$ cat config.mk
export PLATFORM = sky130hd
export DESIGN_NAME = tlic_top
export DESIGN_NICKNAME = d
export VERILOG_FILES = /design/src/hw/tlic_top.v
export VERILOG_INCLUDE_DIRS = /design/src /design/src/hw
export SDC_FILE = /design/constraint.sdc
export NUM_CORES = 1
export LEC_CHECK = 0
export ABC_AREA = 1
export ABC_CLOCK_PERIOD_IN_PS = 4200
export BUFFER_PORTS_ARGS = -buffer_cell sky130_fd_sc_hd__buf_4
export CORE_MARGIN = 10
export CORE_UTILIZATION = 54
export CTS_BUF_LIST = sky130_fd_sc_hd__clkbuf_4 sky130_fd_sc_hd__clkbuf_8
export CTS_CLUSTER_SIZE = 8
export DETAILED_ROUTE_END_ITERATION = 6
export MAX_ROUTING_LAYER = met4
export PLACE_DENSITY = 0.81
export RECOVER_POWER = 100
export SLEW_MARGIN = 25
export SYNTH_ARGS = -nofsm -noshare
export SYNTH_HDL_FRONTEND = slang
export SYNTH_SLANG_ARGS = --single-unit
$ cat constraint.sdc
create_clock -name clk -period 4.2 [get_ports clk]
set_input_delay 0.42 -clock clk [delete_from_list [all_inputs] [get_ports clk]]
set_output_delay 0.42 -clock clk [all_outputs]
set_load 0.005 [all_outputs]
$ cat src/hw/tlic_map.vh
// Contract
// - Priority mode: high requests vector to 0008h, low requests to 0018h.
// - A high request preempts a running low handler.
// - Each source has a flag, an enable and a priority bit; bits 3 and 4 have no enable bit, so their flags never request.
// - Priority scheme active only while reset control bit 7 is set.
// - Priority mode: control bit 7 enables all high-priority sources.
// - Priority mode: control bit 6 enables all low-priority sources.
// - Flag, enable and matching global enable vector at once; cleared enable blocks.
// - Priority scheme clear by default; priority bits then have no effect.
// - Compatibility mode: bit 6 gates peripherals, bit 7 gates all sources.
// - Compatibility mode: every accepted request branches to 0008h.
// - Acceptance clears the relevant global enable.
// - No low request is accepted during a high handler.
// - Entry pushes the return address and loads the vector.
// - Return sets the global enable that entry cleared.
// - External entry latency is three to four instruction cycles.
// - Flags set on events regardless of any enable.
// - Enable two: bit 7 clock fail, bit 2 low volt; others read 0.
// - Enable three: bit 4 PWM time base; others read 0.
`ifndef TLIC_MAP_VH
`define TLIC_MAP_VH
`define TLIC_OFF_RESET_CTRL   5'h00
`define TLIC_OFF_INT_CTRL     5'h04
`define TLIC_OFF_PRIORITY     5'h08
`define TLIC_OFF_FLAGS        5'h0c
`define TLIC_OFF_ENABLE_TWO   5'h10
`define TLIC_OFF_ENABLE_THREE 5'h14
`define TLIC_OFF_CORE_STATE   5'h18
`define TLIC_OFF_NONE         5'h1f
`define TLIC_BIT_PRIO_EN      7
`define TLIC_BIT_GIE_HIGH     7
`define TLIC_BIT_GIE_LOW      6
`define TLIC_BIT_CLK_FAIL     7
`define TLIC_BIT_LOW_VOLT     2
`define TLIC_BIT_PWM_TB       4
`define TLIC_MASK_ENABLE_TWO  8'h84
`define TLIC_MASK_ENABLE_THREE 8'h10
`define TLIC_VEC_HIGH         21'h000008
`define TLIC_VEC_LOW          21'h000018
`define TLIC_LATENCY          3'h3
`define TLIC_NSRC             8
`define TLIC_PERIPH_MASK      8'hf8
`endif

$ cat src/hw/tlic_top.v
`timescale 1ns/1ps
`include "tlic_map.vh"
module tlic_top (
  input  wire        clk,
  input  wire        rst_n,
  input  wire [31:0] s_axi_awaddr,
  input  wire        s_axi_awvalid,
  output reg         s_axi_awready,
  input  wire [31:0] s_axi_wdata,
  input  wire [3:0]  s_axi_wstrb,
  input  wire        s_axi_wvalid,
  output reg         s_axi_wready,
  output reg  [1:0]  s_axi_bresp,
  output reg         s_axi_bvalid,
  input  wire        s_axi_bready,
  input  wire [31:0] s_axi_araddr,
  input  wire        s_axi_arvalid,
  output reg         s_axi_arready,
  output reg  [31:0] s_axi_rdata,
  output reg  [1:0]  s_axi_rresp,
  output reg         s_axi_rvalid,
  input  wire        s_axi_rready,
  input  wire [7:0]  srcEvent,
  input  wire        instrTick,
  input  wire [20:0] returnPc,
  input  wire        returnFromHandler,
  output reg         entryStrobe,
  output reg  [20:0] vectorPc,
  output reg  [20:0] pushPc,
  output reg         pushStrobe
);

  // Source map, one bit per source in the flag, enable and priority words.
  // Bits 0 to 2 are core sources (pins and port change), enabled from the core register.
  // Bits 3 and 4 are peripheral slots with no enable bit, so their flags never request.
  // Bit 5 is low-voltage detect, enabled by bit 2 of enable two.
  // Bit 6 is the PWM time base, enabled by bit 4 of enable three.
  // Bit 7 is clock fail, enabled by bit 7 of enable two.
  // Bits 3 to 7 are peripherals and so sit behind the group enable in single-level mode.
  // Register state.
  reg        prioEn_ff;
  reg        gieHigh_ff;
  reg        gieLow_ff;
  reg [7:0]  prio_ff;
  reg [7:0]  flag_ff;
  reg [7:0]  coreEn_ff;
  reg [7:0]  enTwo_ff;
  reg [7:0]  enThree_ff;
  reg        inHigh_ff;
  reg        inLow_ff;
  reg [2:0]  latCnt_ff;
  reg        pendHigh_ff;
  reg        pending_ff;
  reg [7:0]  evA_ff;
  reg [7:0]  evB_ff;
  reg [7:0]  evC_ff;
  reg [7:0]  evPrev_ff;
  reg [31:0] awAddr_ff;
  reg        awHave_ff;
  reg [31:0] wData_ff;
  reg [3:0]  wStrb_ff;
  reg        wHave_ff;

  wire [7:0] enAll;
  wire [7:0] evSync;
  wire [7:0] evRise;
  wire [7:0] reqHigh;
  wire [7:0] reqLow;
  wire [7:0] reqCompat;
  wire       anyHigh;
  wire       anyLow;
  wire       wrFire;
  wire [7:0] wrByte;
  wire [4:0] wrOff;
  wire       flagWr;
  wire       acceptReq;
  wire       tickStep;
  wire       entryDue;

  // True for an address inside the block's 32-byte window; used by both bus channels.
  // Without it a decode of the low bits alone would alias every 32 bytes.
  function addr_hit;
    input [31:0] addr;
    begin
      addr_hit = (addr[31:5] == 27'h0000000);
    end
  endfunction

  // Chooses the readback word for a byte offset; unmapped offsets read zero.
  function [31:0] rd_word;
    input [4:0] off;
    begin
      case (off)
        `TLIC_OFF_RESET_CTRL:   rd_word = {24'h000000, prioEn_ff, 7'h00};
        `TLIC_OFF_INT_CTRL:     rd_word = {24'h000000, gieHigh_ff, gieLow_ff, 6'h00};
        `TLIC_OFF_PRIORITY:     rd_word = {24'h000000, prio_ff};
        `TLIC_OFF_FLAGS:        rd_word = {24'h000000, flag_ff};
        `TLIC_OFF_ENABLE_TWO:   rd_word = {24'h000000, enTwo_ff};
        `TLIC_OFF_ENABLE_THREE: rd_word = {24'h000000, enThree_ff};
        `TLIC_OFF_CORE_STATE:   rd_word = {24'h000000, coreEn_ff[2:0], inHigh_ff, inLow_ff,
                                           pending_ff, pendHigh_ff, 1'b0};
        default:                rd_word = 32'h00000000;
      endcase
    end
  endfunction

  // Requests of one level: flag, own enable, level select and that level's global gate.
  function [7:0] level_req;
    input [7:0] flags;
    input [7:0] enables;
    input [7:0] levelSel;
    input       gate;
    begin
      level_req = flags & enables & levelSel & {8{gate}};
    end
  endfunction

  // Vector of an entry: the low vector only for a low request under the priority scheme.
  function [20:0] entry_vector;
    input isHigh;
    input prioOn;
    begin
      entry_vector = (isHigh || !prioOn) ? `TLIC_VEC_HIGH : `TLIC_VEC_LOW;
    end
  endfunction

  // Per-source enables: core sources from their own register, peripherals from the two.
  assign enAll = {enTwo_ff[`TLIC_BIT_CLK_FAIL], enThree_ff[`TLIC_BIT_PWM_TB],
                  enTwo_ff[`TLIC_BIT_LOW_VOLT], 2'b00, coreEn_ff[2:0]};

  // Event pins pass three flops; a rise counts once the second and third agree.
  assign evSync = (evB_ff == evC_ff) ? evC_ff : evPrev_ff;
  assign evRise = evSync & ~evPrev_ff;

  // Eligible requests per level; enable clear blocks the source.
  assign reqHigh   = level_req(flag_ff, enAll, prio_ff, gieHigh_ff);
  assign reqLow    = level_req(flag_ff, enAll, ~prio_ff, gieLow_ff);
  assign reqCompat = level_req(flag_ff, enAll, ~`TLIC_PERIPH_MASK | {8{gieLow_ff}},
                               gieHigh_ff);
  assign anyHigh = prioEn_ff ? (|reqHigh & ~inHigh_ff) : (|reqCompat);
  assign anyLow  = prioEn_ff & (|reqLow) & ~inHigh_ff & ~inLow_ff;

  assign wrFire = awHave_ff & wHave_ff & ~s_axi_bvalid;
  assign wrByte = wStrb_ff[0] ? wData_ff[7:0] : 8'h00;
  assign wrOff  = addr_hit(awAddr_ff) ? awAddr_ff[4:0] : `TLIC_OFF_NONE;

  // Flag writes and sequencer steps, decoded once for the processes below.
  // A return pulse freezes the sequencer for that cycle, as it did before the split.
  assign flagWr    = wrFire && (wrOff == `TLIC_OFF_FLAGS);
  assign acceptReq = !returnFromHandler && !pending_ff && (anyHigh || anyLow);
  assign tickStep  = !returnFromHandler && pending_ff && instrTick;
  assign entryDue  = tickStep && (latCnt_ff == 3'h1);

  // Pin synchronisers and edge history.
  always @(posedge clk or negedge rst_n) begin
    if (!rst_n) begin
      evA_ff    <= 8'h00;
      evB_ff    <= 8'h00;
      evC_ff    <= 8'h00;
      evPrev_ff <= 8'h00;
    end else begin
      evA_ff    <= srcEvent;
      evB_ff    <= evA_ff;
      evC_ff    <= evB_ff;
      evPrev_ff <= evSync;
    end
  end

  // AXI4-Lite slave; address and data may arrive in either order.
  // Each ready pulses for one cycle and is not raised again while its slot is full,
  // so a stalled response back-pressures the next request instead of losing it.
  // Only byte lane 0 is kept; the registers are all eight bits wide.
  always @(posedge clk or negedge rst_n) begin
    if (!rst_n) begin
      s_axi_awready <= 1'b0;
      s_axi_wready  <= 1'b0;
      s_axi_bvalid  <= 1'b0;
      s_axi_bresp   <= 2'b00;
      s_axi_arready <= 1'b0;
      s_axi_rvalid  <= 1'b0;
      s_axi_rdata   <= 32'h00000000;
      s_axi_rresp   <= 2'b00;
      awAddr_ff     <= 32'h00000000;
      awHave_ff     <= 1'b0;
      wData_ff      <= 32'h00000000;
      wStrb_ff      <= 4'h0;
      wHave_ff      <= 1'b0;
    end else begin
      s_axi_awready <= ~awHave_ff & ~s_axi_awready & s_axi_awvalid;
      s_axi_wready  <= ~wHave_ff & ~s_axi_wready & s_axi_wvalid;
      if (s_axi_awready && s_axi_awvalid) begin
        awAddr_ff <= s_axi_awaddr;
        awHave_ff <= 1'b1;
      end
      if (s_axi_wready && s_axi_wvalid) begin
        wData_ff <= s_axi_wdata;
        wStrb_ff <= s_axi_wstrb;
        wHave_ff <= 1'b1;
      end
      if (wrFire) begin
        s_axi_bvalid <= 1'b1;
        s_axi_bresp  <= 2'b00;
      end else if (s_axi_bvalid && s_axi_bready) begin
        s_axi_bvalid <= 1'b0;
        awHave_ff    <= 1'b0;
        wHave_ff     <= 1'b0;
      end
      s_axi_arready <= ~s_axi_arready & ~s_axi_rvalid & s_axi_arvalid;
      if (s_axi_arready && s_axi_arvalid) begin
        s_axi_rvalid <= 1'b1;
        s_axi_rdata  <= rd_word(addr_hit(s_axi_araddr) ? s_axi_araddr[4:0] : `TLIC_OFF_NONE);
        s_axi_rresp  <= 2'b00;
      end else if (s_axi_rvalid && s_axi_rready) begin
        s_axi_rvalid <= 1'b0;
      end
    end
  end

  // Software-only control bits; a write that misses the map changes nothing.
  always @(posedge clk or negedge rst_n) begin
    if (!rst_n) begin
      prioEn_ff  <= 1'b0;
      prio_ff    <= 8'h00;
      coreEn_ff  <= 8'h00;
      enTwo_ff   <= 8'h00;
      enThree_ff <= 8'h00;
    end else if (wrFire) begin
      case (wrOff)
        `TLIC_OFF_RESET_CTRL: begin
          prioEn_ff <= wrByte[`TLIC_BIT_PRIO_EN];
        end
        `TLIC_OFF_PRIORITY: begin
          prio_ff <= wrByte;
        end
        `TLIC_OFF_ENABLE_TWO: begin
          enTwo_ff <= wrByte & `TLIC_MASK_ENABLE_TWO;
        end
        `TLIC_OFF_ENABLE_THREE: begin
          enThree_ff <= wrByte & `TLIC_MASK_ENABLE_THREE;
        end
        `TLIC_OFF_CORE_STATE: begin
          coreEn_ff <= {5'h00, wrByte[7:5]};
        end
        default: ;
      endcase
    end
  end

  // Event flags: a rise sets its flag whatever the enables.
  // Hardware set wins over a software clear in the same cycle, so no event is lost.
  always @(posedge clk or negedge rst_n) begin
    if (!rst_n) begin
      flag_ff <= 8'h00;
    end else if (flagWr) begin
      flag_ff <= wrByte | evRise;
    end else begin
      flag_ff <= flag_ff | evRise;
    end
  end

  // Global enables and in-progress levels.
  // A return re-arms the enable that entry cleared, innermost level first; it is applied
  // after a software write of the same cycle so the handler's exit is never lost.
  always @(posedge clk or negedge rst_n) begin
    if (!rst_n) begin
      gieHigh_ff <= 1'b0;
      gieLow_ff  <= 1'b0;
      inHigh_ff  <= 1'b0;
      inLow_ff   <= 1'b0;
    end else begin
      if (wrFire && wrOff == `TLIC_OFF_INT_CTRL) begin
        gieHigh_ff <= wrByte[`TLIC_BIT_GIE_HIGH];
        gieLow_ff  <= wrByte[`TLIC_BIT_GIE_LOW];
      end
      if (returnFromHandler) begin
        if (!prioEn_ff || inHigh_ff) begin
          gieHigh_ff <= 1'b1;
          inHigh_ff  <= 1'b0;
        end else if (inLow_ff) begin
          gieLow_ff <= 1'b1;
          inLow_ff  <= 1'b0;
        end
      end else if (acceptReq) begin
        // Accept at once and close the level's gate; high wins a tie.
        if (anyHigh) begin
          gieHigh_ff <= 1'b0;
          inHigh_ff  <= 1'b1;
        end else begin
          gieLow_ff <= 1'b0;
          inLow_ff  <= 1'b1;
        end
      end
    end
  end

  // Entry sequencer: the latency counts instruction ticks, so it is the same for one- and
  // two-cycle instructions; a request that arrives meanwhile waits for the next entry.
  always @(posedge clk or negedge rst_n) begin
    if (!rst_n) begin
      latCnt_ff   <= 3'h0;
      pendHigh_ff <= 1'b0;
      pending_ff  <= 1'b0;
    end else if (acceptReq) begin
      pending_ff  <= 1'b1;
      pendHigh_ff <= anyHigh;
      latCnt_ff   <= `TLIC_LATENCY;
    end else if (entryDue) begin
      pending_ff <= 1'b0;
      latCnt_ff  <= 3'h0;
    end else if (tickStep) begin
      latCnt_ff <= latCnt_ff - 3'h1;
    end
  end

  // Entry outputs: one-cycle strobes, with vector and return address held until the next.
  always @(posedge clk or negedge rst_n) begin
    if (!rst_n) begin
      entryStrobe <= 1'b0;
      pushStrobe  <= 1'b0;
      vectorPc    <= 21'h000000;
      pushPc      <= 21'h000000;
    end else begin
      entryStrobe <= entryDue;
      pushStrobe  <= entryDue;
      if (entryDue) begin
        pushPc   <= returnPc;
        vectorPc <= entry_vector(pendHigh_ff, prioEn_ff);
      end
    end
  end

endmodule

==> impl_metrics.tcl <==
set metrics [dict create \
    crit_buf_inv 2 \
    switching_share 0.279 \
    drive_above_1_share 0.194 \
    finalCritPeriodShare 0.650 \
    clockRootBuffer "clkbuf_8" \
    net-switching-power_mw 1.01 \
    antenna_found_initial 0 \
    synth_cell_types 41 \
    cts_buffer_depth 2 \
    pwr_density_cell_mw_per_mm2 448 \
    slew_viol_final 75 \
    post_cts_resized 0 \
    drt_iter0_drc 309 \
    synthFlopType "dfrtp_1" \
    synth_area_sq_mm 0.00662 \
    syn_to_final_growth_pct 21.4 \
    postSynth.asyncResetShare 1.00 \
    worstSetupPathType "register to register" \
    hpwl_microns 11600 \
    dr_total_vias 5401 \
    path_delay_family "buffers and inverters" \
    fill_cells 1004 \
    vias_per_cell 4.90 \
    clock_latency_ns 0.44 \
    chipHeight_microns 131 \
    status "finished with violations" \
    grt_max_degree 75 \
    max_stage_delay_ns 1.02 \
    synth_warnings 0 \
    startpoint_type "register" \
    drc 0 \
    p_total_mw 3.60 \
    ir_drop_mv 0.340 \
    final_common_cell "nand2_1" \
    power_frac_comb 0.159 \
    cts.sinks 144 \
    post-cts-setup-buffers 0 \
    path_max_fanout 36 \
    critPathRequiredTime_ns 4.52 \
    start_util 0.551 \
    ys_seq_area_frac 0.544 \
    relSlewSlack -0.161 \
    cts_tree "done" \
    final_area_sq_mm 0.00804 \
    synth.ff_latch_count 144 \
    pwr-share-clk 0.338 \
    cap_viol_max_count 1 \
    leakage_nw 4.34 \
    synth_edf_count 0 \
    synthCells 790 \
    final.setup_skew_ns 0.0152 \
    place.gp.congestion 0.904 \
    htree_levels 4 \
    power_frac_seq 0.503 \
    design.die.area_sq_mm 0.0171 \
    setup_viol 0 \
    diodes 0 \
    hp-class "primary input to register" \
    max_freq_ghz 0.366 \
    cts_hold_buf 1 \
    cts_buffers 17 \
    placementRows 40 \
    dr.pass1.iters 6 \
    place_inst 1070 \
    grt_pass1_vias 5179 \
    slowest_stage "clkinv_1" \
    hold_viol 0 \
    worst_slew_pin_slew_ns 1.74 \
    violations "capacitance limit, slew limit" \
    die_w_microns 131 \
    crit_arrival_ns 3.05 \
    layout_common_cells "308 x nand2_1, 144 x dfrtp_1, 100 x buf_4" \
    portBuffers 148 \
    p_int_mw 2.59 \
    fin_crit_ns 2.73 \
    worstHoldStart "srcEvent[3]" \
    path_clk_slew_ns 0.07 \
    dpl_cell_area_sq_mm 0.00768 \
    grtUsageTotal 0.180 \
    antenna_left 0 \
    grt_overflow 0 \
    critPathLaunch "s_axi_awready" \
    worstReg2RegStart "s_axi_awready" \
    final_net_count 1083 \
    path_cells "nand2_1 -> clkinv_1 -> o21ai_0 -> inv_1" \
    core_sq_mm 0.0120 \
    syn_avg_cell_area_sq_um 8.38 \
    wl_microns 15300 \
    setup_ws_ns 1.47 \
    pre_cts_slack_ns 1.29 \
    rsz0062_at_grt "false" \
    wire_per_inst_microns 13.8 \
    io_pins 223 \
    instances_no_fill 1103 \
    grt_pass1_wl_microns 24100 \
    end_kind "register" \
    fin_setup_tns_ns 0 \
]
==> flip-flops by register name (all words and copies together), names as in the netlist, 2 cells and up <==
name / flops
wData_ff: 8
evC_ff: 8
coreEn_ff: 3
evB_ff: 8
evPrev_ff: 8
vectorPc: 2
pushPc: 21
flag_ff: 8
prio_ff: 8
latCnt_ff: 3
awAddr_ff: 32
evA_ff: 8
enTwo_ff: 2
s_axi_rdata: 8
==> cells by family after synthesis <==
family | Yosys count | synth area share
AOI/OAI and AO/OA | 61 | 0.0603
xor gates and xnor gates | 6 | 0.00793
adders and majority gates | 2 | 0.00378
buffers and inverters | 129 | 0.103
DFF | 144 | 0.544
other | 1 | 0.000566
and+or+nand+nor | 447 | 0.280
==> path summary, 6_finish.rpt <==
path	endpoint	slack (ns)	cells past startpoint
max	awHave_ff	1.47	4
min	evA_ff[3]	0.11	1
max reg2reg	awHave_ff	1.47	4
min reg2reg	evB_ff[0]	0.35	0
max in group asynchronous	s_axi_rdata[5]	1.52	3
min in group asynchronous	awAddr_ff[13]	0.98	2
==> Yosys cell counts, types with 3 or more instances <==
library cell	instances	area [sq um]
o21ai_1	22	110
nor3_2	3	30.0
xor2_1	6	52.6
inv_1	60	225
buf_2	4	20.0
o21ai_0	16	80.1
nand3_1	44	220
buf_4	48	360
clkinv_1	3	11.3
nand4_1	4	25.0
nand2_2	4	25.0
clkbuf_1	9	33.8
a21oi_1	3	15.0
nor3b_1	3	22.5
nor2_1	64	240
o211ai_2	8	100
nor3_1	4	20.0
o221ai_1	3	26.3
nand2_1	307	1150
dfrtp_1	144	3600
==> stage by stage <==
stage / util / hold WS (ns)
final: 0.669 / 0.111
after global routing: 0.669 / 0.0839
after global placement: 0.639 / 0.333
after CTS: 0.678 / 0.0693
after floorplan: - / 0.124
after detailed placement: 0.639 / 0.335
==> power groups by stage <==
stage	registers [mW]	logic, mW	clock network, mW
2_1_floorplan	1.78	0.419	0
6_report	1.81	0.573	1.22
4_1_cts	1.81	0.599	1.24
3_3_place_gp	1.82	0.569	0
3_5_place_dp	1.83	0.596	0
5_1_grt	1.84	0.669	1.29
==> layer usage <==
layer  routed length, microns  global-route usage
met4                      318              0.0746
met3                      966              0.0395
met5                        0                   -
met2                     7620               0.290
met1                     6350               0.217
==> layout make-up <==
class / instances / area, sq um / share of cell area
Clock buffer: 22 / 297 / 0.0369
Timing Repair Buffer: 152 / 1100 / 0.137
Inverter: 65 / 244 / 0.0303
Clock inverter: 10 / 156 / 0.0195
Multi-Input combinational cell: 563 / 2450 / 0.305
Sequential cell: 144 / 3600 / 0.448
Tap cell: 147 / 184 / 0.0229
(Power assumes the default switching activity.)
